--- src/shared/speech_core_pkg.sv ---
// Constants, types and helper functions shared by the speech core datapath.
// Assumes a single 250 MHz clock that is the chip oscillator.
// Behaviour
// - One instruction is fetched from program ROM every 32 oscillator cycles.
// - Program counter is 13 bits for small ROM, 14 bits for large ROM.
// - After each instruction the counter advances unless the instruction loads it.
// - Far jump, near jump, call and both returns replace the program counter.
// - Five-entry return stack; calls and accepted interrupts push the program counter.
// - Both return instructions load the counter from the top entry and remove it.
// - Unpack-init, bit-fetch and table lookup push then pop the counter while running.
// - A pop instruction discards the top stack entry without touching the counter.
// - Bit fetch moves one to eight ROM bits into the accumulator; unpack-init loads a ROM byte and sets count to eight.
// - Table lookup loads one ROM byte, reaching only addresses 0 to 3FF.
// - RAM addresses 0-7F are bytes, 80-8F are nibbles.
// - During speech the synthesizer uses RAM 0-18 and 80-8F; otherwise the processor owns RAM.
// - The arithmetic path is ten bits wide.
// - Bytes enter right-justified; top two bits zero or copies of bit 7 by mode latch.
// - Logic and compare operations use only the low eight bits.
// - Accumulator is saved to a shadow on interrupt and restored by interrupt return.
// - Sign-extend op sets the mode latch, zero-fill op clears it.
// - Each unpack-init or bit-fetch reload reads ROM at the pointer, then increments it.
package speech_core_pkg;
    localparam int CYCLES_PER_INSTR = 32;
    localparam int PC_W_SMALL = 13;
    localparam int PC_W_LARGE = 14;
    localparam int STACK_DEPTH = 5;
    localparam int DEPTH_W = $clog2(STACK_DEPTH + 1);
    localparam int ALU_W = 10;
    localparam int RAM_BYTES = 128;
    localparam int RAM_NIBBLES = 16;
    localparam logic [4:0] PH_FETCH = 5'h00;
    localparam logic [4:0] PH_OPERAND = 5'h01;
    localparam logic [4:0] PH_WORK = 5'h03;
    localparam logic [4:0] PH_EXEC = 5'(CYCLES_PER_INSTR - 1);
    localparam logic [13:0] RESET_PC = 14'h0000;
    localparam logic [13:0] IRQ_VECTOR = 14'h0010;
    localparam logic [13:0] TABLE_LIMIT = 14'h03FF;
    localparam logic [9:0] ACC_RESET = 10'h000;
    localparam logic [3:0] PS_BITS = 4'h8;
    localparam logic [7:0] RAM_BYTE_LAST = 8'h7F;
    localparam logic [7:0] RAM_NIB_FIRST = 8'h80;
    localparam logic [7:0] RAM_NIB_LAST = 8'h8F;
    localparam logic [7:0] SYNTH_BYTE_LAST = 8'h18;
    localparam logic [7:0] OP_NOP = 8'h00;
    localparam logic [7:0] OP_SUB_RET = 8'h01;
    localparam logic [7:0] OP_INT_RET = 8'h02;
    localparam logic [7:0] OP_POP = 8'h03;
    localparam logic [7:0] OP_UNPACK = 8'h04;
    localparam logic [7:0] OP_LOOKUP = 8'h05;
    localparam logic [7:0] OP_SIGN_MODE = 8'h06;
    localparam logic [7:0] OP_ZERO_MODE = 8'h07;
    localparam logic [7:0] OP_SAR_LO = 8'h08;
    localparam logic [7:0] OP_SAR_HI = 8'h09;
    localparam logic [7:0] OP_GET_BASE = 8'h10;
    localparam logic [7:0] OP_LDM = 8'h20;
    localparam logic [7:0] OP_STM = 8'h21;
    localparam logic [7:0] OP_ADD = 8'h22;
    localparam logic [7:0] OP_AND = 8'h23;
    localparam logic [7:0] OP_CMP = 8'h24;
    localparam logic [7:0] OP_LDI = 8'h25;

    typedef enum logic [3:0] {
        ST_IDLE = 4'h1,
        ST_READ = 4'h2,
        ST_SHIFT = 4'h4,
        ST_DONE = 4'h8
    } seq_state_t;

    function automatic logic [9:0] widen(input logic [7:0] b, input logic sign);
        return {(sign ? {2{b[7]}} : 2'b00), b};
    endfunction

    function automatic logic synth_window(input logic [7:0] a);
        return (a <= SYNTH_BYTE_LAST) || ((a >= RAM_NIB_FIRST) && (a <= RAM_NIB_LAST));
    endfunction
endpackage

--- src/shared/core_links_if.sv ---
// Interfaces between the core and its return stack and RAM.
// Both ends run on the core clock.
`timescale 1ns/1ps
`default_nettype none
interface stack_if #(parameter int W = 14, parameter int DW = 3);
    logic push;
    logic pop;
    logic [W-1:0] push_data;
    logic [W-1:0] top;
    logic [DW-1:0] depth;
    modport core (output push, output pop, output push_data, input top, input depth);
    modport store (input push, input pop, input push_data, output top, output depth);
endinterface

interface ram_if;
    logic [7:0] addr;
    logic [7:0] wdata;
    logic [7:0] rdata;
    logic we;
    modport core (output addr, output wdata, output we, input rdata);
    modport mem (input addr, input wdata, input we, output rdata);
endinterface
`default_nettype wire

--- src/hw/speech_core.sv ---
// Sequencer and datapath of the speech processor core.
// Assumes a ROM that answers rom_addr combinationally and same-clock control inputs.
`timescale 1ns/1ps
`default_nettype none
module speech_core
    import speech_core_pkg::*;
#(
    parameter int PC_W = PC_W_LARGE
) (
    input wire logic clk,
    input wire logic rst,
    input wire logic ce,
    output logic [PC_W-1:0] rom_addr,
    input wire logic [7:0] rom_data,
    input wire logic irq_req,
    output logic irq_ack,
    input wire logic speech_active,
    input wire logic [7:0] synth_addr,
    input wire logic [7:0] synth_wdata,
    input wire logic synth_we,
    output logic [7:0] synth_rdata,
    output logic synth_grant,
    output logic instr_fetch,
    output logic [PC_W-1:0] pc,
    output logic [ALU_W-1:0] acc,
    output logic sign_mode,
    output logic status_flag
);
    stack_if #(.W(PC_W), .DW(DEPTH_W)) stk ();
    ram_if ram ();

    // The stack and RAM sit behind interfaces so each bundle of controls travels together.
    return_stack #(.DEPTH(STACK_DEPTH), .W(PC_W), .DW(DEPTH_W)) u_stack (
        .clk(clk),
        .rst(rst),
        .ce(ce),
        .port(stk)
    );

    core_ram u_ram (
        .clk(clk),
        .ce(ce),
        .cpu(ram),
        .speech_active(speech_active),
        .synth_addr(synth_addr),
        .synth_wdata(synth_wdata),
        .synth_we(synth_we),
        .synth_rdata(synth_rdata),
        .synth_grant(synth_grant)
    );

    // Opcode decoders shared by the sequencer and the assertions.
    function automatic logic two_byte(input logic [7:0] o);
        return (o[7:5] == 3'b001) || o[7];
    endfunction

    function automatic logic rom_op(input logic [7:0] o);
        return (o == OP_UNPACK) || (o == OP_LOOKUP) || (o[7:3] == OP_GET_BASE[7:3]);
    endfunction

    function automatic logic stack_op(input logic [7:0] o);
        return rom_op(o) || (o == OP_SUB_RET) || (o == OP_INT_RET) || (o == OP_POP) || (o[7:6] == 2'b11);
    endfunction

    logic [4:0] phase_q, phase_d;
    logic [7:0] op_q, op_d, opnd_q, opnd_d, ps_q, ps_d;
    logic [PC_W-1:0] pc_q, pc_d, sar_q, sar_d, rom_addr_q, rom_addr_d, pc_next, far_target;
    logic [ALU_W-1:0] a_q, a_d, shadow_q, shadow_d, ram_val;
    logic [3:0] cnt_q, cnt_d, rem_q, rem_d;
    seq_state_t st_q, st_d;
    logic sign_q, sign_d, status_q, status_d, busy_q, busy_d, ack_q, ack_d, irq_take;

    assign pc_next = pc_q + (two_byte(op_q) ? PC_W'(2) : PC_W'(1));
    assign far_target = PC_W'({op_q[5:0], opnd_q});
    // Bytes from RAM enter the ten-bit path through the mode latch.
    assign ram_val = widen(ram.rdata, sign_q);

    // One instruction takes 32 phases: opcode at phase 0, operand at phase 1,
    // ROM work from phase 3 and every other architectural update at phase 31.
    always_comb begin
        phase_d = (phase_q == PH_EXEC) ? PH_FETCH : phase_q + 5'h01;
        op_d = op_q;
        opnd_d = opnd_q;
        ps_d = ps_q;
        pc_d = pc_q;
        sar_d = sar_q;
        rom_addr_d = rom_addr_q;
        a_d = a_q;
        shadow_d = shadow_q;
        cnt_d = cnt_q;
        rem_d = rem_q;
        st_d = st_q;
        sign_d = sign_q;
        status_d = status_q;
        busy_d = busy_q;
        ack_d = 1'b0;
        irq_take = 1'b0;
        stk.push = 1'b0;
        stk.pop = 1'b0;
        stk.push_data = pc_q;
        ram.addr = opnd_q;
        ram.wdata = a_q[7:0];
        ram.we = 1'b0;
        if (phase_q == PH_FETCH) begin
            op_d = rom_data;
            rom_addr_d = pc_q + PC_W'(1);
        end
        if (phase_q == PH_OPERAND) begin
            opnd_d = rom_data;
        end
        // ROM accesses borrow one stack level while they run and give it back at phase 31.
        case (st_q)
            ST_IDLE: begin
                if (phase_q == PH_WORK && rom_op(op_q)) begin
                    stk.push = 1'b1;
                    if (op_q == OP_LOOKUP) begin
                        rom_addr_d = PC_W'(a_q);
                        st_d = ST_READ;
                    end else if (op_q == OP_UNPACK) begin
                        cnt_d = 4'h0;
                        rom_addr_d = sar_q;
                        st_d = ST_READ;
                    end else begin
                        a_d = ACC_RESET;
                        rem_d = 4'({1'b0, op_q[2:0]} + 4'h1);
                        if (cnt_q == 4'h0) begin
                            rom_addr_d = sar_q;
                            st_d = ST_READ;
                        end else begin
                            st_d = ST_SHIFT;
                        end
                    end
                end
            end
            ST_READ: begin
                if (op_q == OP_LOOKUP) begin
                    a_d = widen(rom_data, sign_q);
                    st_d = ST_DONE;
                end else begin
                    ps_d = rom_data;
                    cnt_d = PS_BITS;
                    sar_d = sar_q + PC_W'(1);
                    st_d = (op_q == OP_UNPACK) ? ST_DONE : ST_SHIFT;
                end
            end
            ST_SHIFT: begin
                if (rem_q == 4'h0) begin
                    st_d = ST_DONE;
                end else if (cnt_q == 4'h0) begin
                    rom_addr_d = sar_q;
                    st_d = ST_READ;
                end else begin
                    a_d = {a_q[8:0], ps_q[7]};
                    ps_d = {ps_q[6:0], 1'b0};
                    cnt_d = cnt_q - 4'h1;
                    rem_d = rem_q - 4'h1;
                end
            end
            ST_DONE: begin
            end
            default: st_d = ST_IDLE;
        endcase
        if (phase_q == PH_EXEC) begin
            st_d = ST_IDLE;
            pc_d = pc_next;
            casez (op_q)
                8'b01??????: pc_d = {pc_q[PC_W-1:6], op_q[5:0]};
                8'b10??????: pc_d = far_target;
                8'b11??????: begin
                    stk.push = 1'b1;
                    stk.push_data = pc_next;
                    pc_d = far_target;
                end
                OP_SUB_RET: begin
                    stk.pop = 1'b1;
                    pc_d = stk.top;
                end
                OP_INT_RET: begin
                    stk.pop = 1'b1;
                    pc_d = stk.top;
                    a_d = shadow_q;
                    busy_d = 1'b0;
                end
                OP_POP: stk.pop = 1'b1;
                OP_UNPACK, OP_LOOKUP, 8'b00010???: stk.pop = 1'b1;
                OP_SIGN_MODE: sign_d = 1'b1;
                OP_ZERO_MODE: sign_d = 1'b0;
                OP_SAR_LO: sar_d = {sar_q[PC_W-1:8], a_q[7:0]};
                OP_SAR_HI: sar_d = {a_q[PC_W-9:0], sar_q[7:0]};
                OP_LDM: a_d = ram_val;
                OP_STM: ram.we = 1'b1;
                OP_ADD: a_d = a_q + ram_val;
                OP_AND: a_d = {a_q[9:8], a_q[7:0] & ram.rdata};
                OP_CMP: status_d = (a_q[7:0] == ram.rdata);
                OP_LDI: a_d = widen(opnd_q, sign_q);
                default: pc_d = pc_next;
            endcase
            // Interrupts are taken only between instructions that leave the stack alone,
            // so the saved return address never races a push or pop of the same cycle.
            if (irq_req && !busy_q && !stack_op(op_q)) begin
                irq_take = 1'b1;
                stk.push = 1'b1;
                stk.push_data = pc_d;
                shadow_d = a_d;
                pc_d = PC_W'(IRQ_VECTOR);
                busy_d = 1'b1;
                ack_d = 1'b1;
            end
            rom_addr_d = pc_d;
        end
    end

    always_ff @(posedge clk) begin
        if (rst) begin
            phase_q <= PH_FETCH;
            op_q <= OP_NOP;
            opnd_q <= 8'h00;
            ps_q <= 8'h00;
            pc_q <= PC_W'(RESET_PC);
            sar_q <= PC_W'(RESET_PC);
            rom_addr_q <= PC_W'(RESET_PC);
            a_q <= ACC_RESET;
            shadow_q <= ACC_RESET;
            cnt_q <= 4'h0;
            rem_q <= 4'h0;
            st_q <= ST_IDLE;
            sign_q <= 1'b0;
            status_q <= 1'b0;
            busy_q <= 1'b0;
            ack_q <= 1'b0;
        end else if (ce) begin
            phase_q <= phase_d;
            op_q <= op_d;
            opnd_q <= opnd_d;
            ps_q <= ps_d;
            pc_q <= pc_d;
            sar_q <= sar_d;
            rom_addr_q <= rom_addr_d;
            a_q <= a_d;
            shadow_q <= shadow_d;
            cnt_q <= cnt_d;
            rem_q <= rem_d;
            st_q <= st_d;
            sign_q <= sign_d;
            status_q <= status_d;
            busy_q <= busy_d;
            ack_q <= ack_d;
        end
    end

    assign rom_addr = rom_addr_q;
    assign instr_fetch = (phase_q == PH_FETCH);
    assign pc = pc_q;
    assign acc = a_q;
    assign sign_mode = sign_q;
    assign status_flag = status_q;
    assign irq_ack = ack_q;

    // Counts cycles between fetches so that the fetch spacing can be checked.
    logic [5:0] gap_q;
    always_ff @(posedge clk) begin
        if (rst) begin
            gap_q <= 6'h00;
        end else if (ce) begin
            gap_q <= instr_fetch ? 6'h01 : gap_q + 6'h01;
        end
    end
endmodule
`default_nettype wire

--- src/hw/return_stack.sv ---
// Program counter return stack with oldest-entry discard on overflow.
// Push and pop come from the core; both in one cycle leave it unchanged.
`timescale 1ns/1ps
`default_nettype none
module return_stack
    import speech_core_pkg::*;
#(
    parameter int DEPTH = STACK_DEPTH,
    parameter int W = PC_W_LARGE,
    parameter int DW = DEPTH_W
) (
    input wire logic clk,
    input wire logic rst,
    input wire logic ce,
    stack_if.store port
);
    logic [W-1:0] ent_q [DEPTH];
    logic [W-1:0] ent_d [DEPTH];
    logic [DW-1:0] depth_q, depth_d;

    always_comb begin
        ent_d = ent_q;
        depth_d = depth_q;
        if (port.push && !port.pop) begin
            for (int i = DEPTH - 1; i > 0; i--) begin
                ent_d[i] = ent_q[i - 1];
            end
            ent_d[0] = port.push_data;
            if (depth_q != DW'(DEPTH)) begin
                depth_d = depth_q + 1'b1;
            end
        end else if (port.pop && !port.push) begin
            for (int i = 0; i < DEPTH - 1; i++) begin
                ent_d[i] = ent_q[i + 1];
            end
            ent_d[DEPTH - 1] = '0;
            if (depth_q != '0) begin
                depth_d = depth_q - 1'b1;
            end
        end
    end

    always_ff @(posedge clk) begin
        if (rst) begin
            for (int i = 0; i < DEPTH; i++) begin
                ent_q[i] <= '0;
            end
            depth_q <= '0;
        end else if (ce) begin
            ent_q <= ent_d;
            depth_q <= depth_d;
        end
    end

    assign port.top = ent_q[0];
    assign port.depth = depth_q;
endmodule
`default_nettype wire

--- src/hw/core_ram.sv ---
// Byte and nibble RAM shared between the core and the synthesizer.
// The synthesizer port is honoured only inside its window while speech runs.
`timescale 1ns/1ps
`default_nettype none
module core_ram
    import speech_core_pkg::*;
(
    input wire logic clk,
    input wire logic ce,
    ram_if.mem cpu,
    input wire logic speech_active,
    input wire logic [7:0] synth_addr,
    input wire logic [7:0] synth_wdata,
    input wire logic synth_we,
    output logic [7:0] synth_rdata,
    output logic synth_grant
);
    logic [7:0] byte_mem [RAM_BYTES];
    logic [3:0] nib_mem [RAM_NIBBLES];

    // Nibbles read back zero-padded; unmapped addresses read zero.
    function automatic logic [7:0] read_loc(input logic [7:0] a);
        if (a <= RAM_BYTE_LAST) begin
            return byte_mem[a[6:0]];
        end
        if (a <= RAM_NIB_LAST) begin
            return {4'h0, nib_mem[a[3:0]]};
        end
        return 8'h00;
    endfunction

    assign synth_grant = speech_active && synth_window(synth_addr);
    // A process, not an assign, so a write to the location being read shows up at once.
    always_comb begin
        cpu.rdata = read_loc(cpu.addr);
    end

    // The core write wins when both ports hit the same location.
    always_ff @(posedge clk) begin
        if (ce) begin
            if (cpu.we && cpu.addr <= RAM_BYTE_LAST) begin
                byte_mem[cpu.addr[6:0]] <= cpu.wdata;
            end else if (cpu.we && cpu.addr >= RAM_NIB_FIRST && cpu.addr <= RAM_NIB_LAST) begin
                nib_mem[cpu.addr[3:0]] <= cpu.wdata[3:0];
            end
            if (synth_grant && synth_we && !(cpu.we && cpu.addr == synth_addr)) begin
                if (synth_addr <= RAM_BYTE_LAST) begin
                    byte_mem[synth_addr[6:0]] <= synth_wdata;
                end else begin
                    nib_mem[synth_addr[3:0]] <= synth_wdata[3:0];
                end
            end
            synth_rdata <= synth_grant ? read_loc(synth_addr) : 8'h00;
        end
    end
endmodule
`default_nettype wire

--- config.mk ---
export PLATFORM = sky130hd
export DESIGN_NAME = speech_core
export DESIGN_NICKNAME = d
export VERILOG_FILES = /design/src/shared/speech_core_pkg.sv /design/src/shared/core_links_if.sv /design/src/hw/speech_core.sv /design/src/hw/return_stack.sv /design/src/hw/core_ram.sv
export SDC_FILE = /design/constraint.sdc
export NUM_CORES = 2
export LEC_CHECK = 0
export BUFFER_PORTS_ARGS = -buffer_cell sky130_fd_sc_hd__buf_2
export CORE_ASPECT_RATIO = 0.5
export CORE_MARGIN = 4
export CORE_UTILIZATION = 40
export CTS_CLUSTER_SIZE = 28
export DETAILED_ROUTE_END_ITERATION = 8
export PLACE_DENSITY = 0.59
export SLEW_MARGIN = 20
export SYNTH_ARGS = -nofsm -noshare
export SYNTH_HDL_FRONTEND = slang
export SYNTH_SLANG_ARGS = --single-unit
--- constraint.sdc ---
create_clock -name clk -period 9.29 [get_ports clk]
set_input_delay 0.929 -clock clk [delete_from_list [all_inputs] [get_ports clk]]
set_output_delay 0.929 -clock clk [all_outputs]
set_load 0.05 [all_outputs]
== After elaboration in Yosys (flattened, before gate mapping) ==
Memories as Yosys holds them, arrays and structs flattened. A register that Yosys moved wholly into a read port is not among the register bits.
Cells that the tools add are included.
Storage, ports and cells
  output and inout port bits: 51
  word-level logic and storage cells: 242
  register bits: 185
  input bits: 30
  RAM bits: 1088
  memories: 2
Cells by class
  bitwise operators: 1
  equality and inequality tests: 41
  multiplexer cells: 108
  add/sub/neg operators: 8
  order comparisons: 7
  reductions and logical operators: 52
Memories
  u_ram.byte_mem: depth 128, width 8, rd ports 2, clocked after Yosys merged registers in 1, wr ports 2, RTL line core_ram.sv:18  | logic [7:0] byte_mem [RAM_BYTES];
  u_ram.nib_mem: depth 16, width 4, rd ports 2, clocked after Yosys merged registers in 1, wr ports 2, RTL line core_ram.sv:19  | logic [3:0] nib_mem [RAM_NIBBLES];
Operator list (count)
  14-bit 2-to-1 mux: 14
  70-bit 2-to-1 mux: 2
  8-bit 2-to-1 mux: 11
  4-bit 2-to-1 mux: 19
  10-bit 2-to-1 mux: 7
  14-bit case mux with 2 select lines: 2
  10-bit case mux with 5 select lines: 1
  8-bit by 6-bit equality test with 1-bit output (second input constant): 6
  14-bit case mux with 3 select lines: 1
  1-bit 2-to-1 mux: 35
  8-bit by 3-bit equality test with 1-bit output (second input constant): 4
  10-bit case mux with 3 select lines: 1
  14-bit by 1-bit adder with 14-bit output (second input constant): 2
  2-bit != test (second input constant): 10
  8-bit by 2-bit equality test with 1-bit output (second input constant): 2
  8-bit by 4-bit equality test with 1-bit output (second input constant): 2
  8-bit equality test: 2
  8-bit >= comparator (second input constant): 2
  8-bit by 7-bit <= comparator with 1-bit output (second input constant): 2
  8-bit <= comparator (second input constant): 2
  4-bit case mux with 4 select lines: 1
  8-bit case mux with 2 select lines: 1
  14-bit by 2-bit adder with 14-bit output: 1
  7-bit 2-to-1 mux: 2
  other kinds (40): 85

== Longest topological paths before layout ==
  depth in word-level cells: 15
  mapped depth: 22
  gate-level depth less buffers: 17

== Modules after synthesis ==
Synthesis repeated with hierarchy kept, for this count alone.
Second synthesis, totals
  cell total of the unflattened synthesis: 4843
  area total of the unflattened synthesis: 63238.2 µm²
By module, submodules not included
  core_ram: seq. area each 32911.6 µm², instances 1, area an instance 52409.0 µm², cells each 3451
  speech_core: seq. area each 2142.1 µm², instances 1, area an instance 7556.0 µm², cells each 1041
  return_stack: seq. area each 1461.4 µm², instances 1, area an instance 3273.1 µm², cells each 351

== Worst setup path before layout ==
No wires, ideal clock.
  path type: reg2reg
  from: register with a tool-made name
  to: register a_q[8] (netlist: acc[8])
  library setup time: 0.132 ns
  stages on the path, launching flop included: 22
  data arrival time: 4.367 ns
  clock period less this slack: 4.499 ns
  setup slack: 4.791 ns
  required time: 9.158 ns
  cells stage by stage: dfxtp_1 buf_2 buf_6 buf_4 buf_4 mux4_2 mux4_2 nor3_1 nor3_1 nand2_1 o21ai_0 a22o_1 ha_1 fa_1 a21o_1 a21oi_1 o21ai_0 a31oi_1 xor2_1 o211ai_1 o221ai_1 a21oi_1
RTL lines
  end signal: assignment: RTL line speech_core.sv:222  | a_q <= ACC_RESET;
  end signal: assignment: RTL line speech_core.sv:239  | a_q <= a_d;
  end: declaration: RTL line speech_core.sv:68  | logic [ALU_W-1:0] a_q, a_d, shadow_q, shadow_d, ram_val;

==> impl_results.md <==
- GP Congestion: 0.924
- Max Buffers Root-to-Sink: 3
- Max Fclk: 158 MHz
- Number of global-route vias before repair: 40,800
- Setup Buffers After CTS: 0
- Most used cell along the critical path: a211oi_1
- Via count: 41,900
- CTS Hold Buffers Added: 0
- Worst Tran Pin Value: 1.33 ns
- I/O pin count: 81
- Mapped Cells: 5,078
- Clock skew: 0.0652 ns
- Die area: 175,000 µm²
- Largest net degree at the start of global routing: 120
- H-Tree Depth: 4
- Worst EP required: 9.94 ns
- Post-route ant nets: 0
- Final hold slack: 0.451 ns
- HPWL Detailed: 139,000 µm
- Hold Crit Class: reg -> reg
- Filler cell count: 14,800
- Total iterations of the first detailed-routing run: 6
- Fin cells: 6,441
- Number of DRC markers in iteration 0: 6,371
- Setup TNS: 0 ns
- CTS tree: built
- LEAKAGE: 22.1 nW
- Post-synth EDFFs: 1,096
- Worst skew pair latency: 0.80 ns
- Final critical-path required period: 6.35 ns
- Congestion Overflow GR: 0
- RSZ-0062 raised after global routing: no
- Cell breakdown of the critical path: buf_12, mux4_2, and2_1, a211oi_1, a2111oi_0, nor4_2, nor2_1, ha_1, nand3_1, o2111ai_1, a41oi_1, xor2_1, a211oi_1, mux2i_1, o21ai_0, a21oi_1
- Synth top area cells: edfxtp_1, mux4_2, clkbuf_1
- CTS resizes: 0
- Synth warnings: 0
- Dpl cells: 6,198
- Synthesized Nets: 5,135
- Power per cell area: 179 nW/µm²
- Routed Wire Length: 214,000 µm
- Async set-reset flop share out of synthesis: 0%
- Setup slack after layout: 2.94 ns
- Rows: 106
- Library cells used by synthesis: 86
- Synth Register Bits: 1,280
- Slowest CP cell: a211oi_1
- Total power: 0.0127 W
- Synthesized area: 67,300 µm²
- Crit path max fanout: 64
- Starting density of the core: 40.3%
- Worst R2R Setup Slack: 2.94 ns
- Global-route usage over all layers: 23.9%
- Register area: 36,600 µm²
- Startpoint Class: flop
- Final setup fails: 0
- Core area: 167,000 µm²
- Worst setup EP type: flop
- Drt via density: 6.50
- Post-synth top area share: 48.9%
- Chip Width: 588 µm
- Status: finished clean
- CP Class: reg -> reg
- Antenna violations before repair: 9
- Multi-input gate area: 25,700 µm²
- Die height: 298 µm
- VDD IR max: 0.193 mV
- Clock transition at the registers of the reported paths: 0.07 ns
- Most common cell in the netlist: clkbuf_1
- Clock Sinks: 1,280
- Slew Viols, Final: 0
- Share of layout cells above drive strength 1: 30.1%
- Avg Synthesized Cell Area: 13.2 µm²
- Final Net Count: 4,175
- Top delay family on crit path: compound AO/OA/AOI/OAI gates
- Slew HR: 11.1%
- Synth cell count leaders: clkbuf_1, edfxtp_1, mux4_2
- CP Data Arrival Time: 6.99 ns
- Global-route wire length before repair: 304,000 µm
- DRC errors left: 0
- Seq/Total Area, Yosys: 54.4%
- Root Buffer: clkbuf_16
- Total CTS buffers: 131
- Setup WS pre-CTS: 3.28 ns
- Leading register cell type out of synthesis: edfxtp_1
- Cell taking the most area after synthesis: edfxtp_1
- Max-cap violations: 0
- Area growth, synth to finish: 5.44%
- # port buffers: 80
- CP Buf/Inv Count: 1
- Endpoints failing hold: 0
- Crit share post-route: 68.3%
- Worst path max stage delay: 1.06 ns
- Routed len/inst: 33.2 µm
path summary, 6_finish.rpt:
kind,from,depth (start not counted),end
worst min register to register,u_stack.ent_q[7],2,u_stack.ent_q[7]
worst max register to register,flop,16,acc[9]
worst min-delay path,u_stack.ent_q[7],2,u_stack.ent_q[7]
worst max-delay path,flop,16,acc[9]
flip-flops by register name, summed over array words and instances (netlist names), 10 cells and up, named ones only:
| signal | count |
|---|---|
| u_stack.port.top | 14 |
| pc | 14 |
| u_ram.nib_mem | 64 |
| rom_addr | 14 |
| acc | 10 |
| u_ram.byte_mem | 1024 |
| u_stack.ent_q | 56 |
| sar_q | 14 |
| shadow_q | 10 |
per-stage QoR:
| stage | instance area [µm²] | utilization (%) |
|---|---|---|
| 2_1_floorplan | 67300 | - |
| 3_3_place_gp | 66400 | 39.7 |
| 3_5_place_dp | 66400 | 39.7 |
| 4_1_cts | 70800 | 42.4 |
| 5_1_grt | 70900 | 42.4 |
| 6_report | 70900 | 42.4 |
cells by family after synthesis:
family          synth area share (%)
flops                           54.4
mux                             24.8
simple gates                    6.09
buf+inv                         7.64
compound gates                  5.94
xor+xnor                       0.586
fa+ha+maj                      0.525
metal layers:
metal	share of wire, %	wire (µm)	GRT usage (%)	vias to the layer above
met2	44	94800	35.5	2653
met4	3.0	6310	7.06	4
met5	0.011	23	0	-
met3	12	26600	7.44	373
met1	40	85800	33.6	22100
li1	-	-	-	16800
layout by cell type (no fill, tap or decap), types with 54 or more instances in the layout:
cell and n:
edfxtp_1 1096, mux2i_1 120, o21ai_0 105, clkbuf_16 133
buf_2 75, mux4_2 554, dfxtp_1 171, mux2_2 252
a211oi_1 78, a21oi_1 126, nor3_1 54, buf_4 86
nor2_1 322, nand2_1 233, nand3_1 67
layout make-up:
class	count	area share [%]
inverter	46	0.243
clock buffer	158	4.87
sequential	1280	51.7
multi-input combinational	2485	36.2
clock inverter	79	1.30
tap	2214	3.91
timing repair buffer	174	1.76
antenna	5	0.0176
worst reg2reg max path: cells and delay by family (launching register included):
kind / cells / cell delay (ns)
flip-flops: 1 / 0.79
AND/OR/NAND/NOR: 4 / 1.13
XOR/XNOR: 1 / 0.18
adder cells (fa/ha/maj): 1 / 0.42
buffers and inverters: 1 / 0.53
multiplexers: 2 / 0.79
AO/OA/AOI/OAI: 7 / 2.37
power breakdown:
part	total, W	internal [W]	switching (W)
combinational	0.000979	0.000357	0.000622
clock	0.00545	0.00302	0.00244
sequential	0.00629	0.00623	0.0000593
No activity file was read; power rests on OpenSTA's default activity.
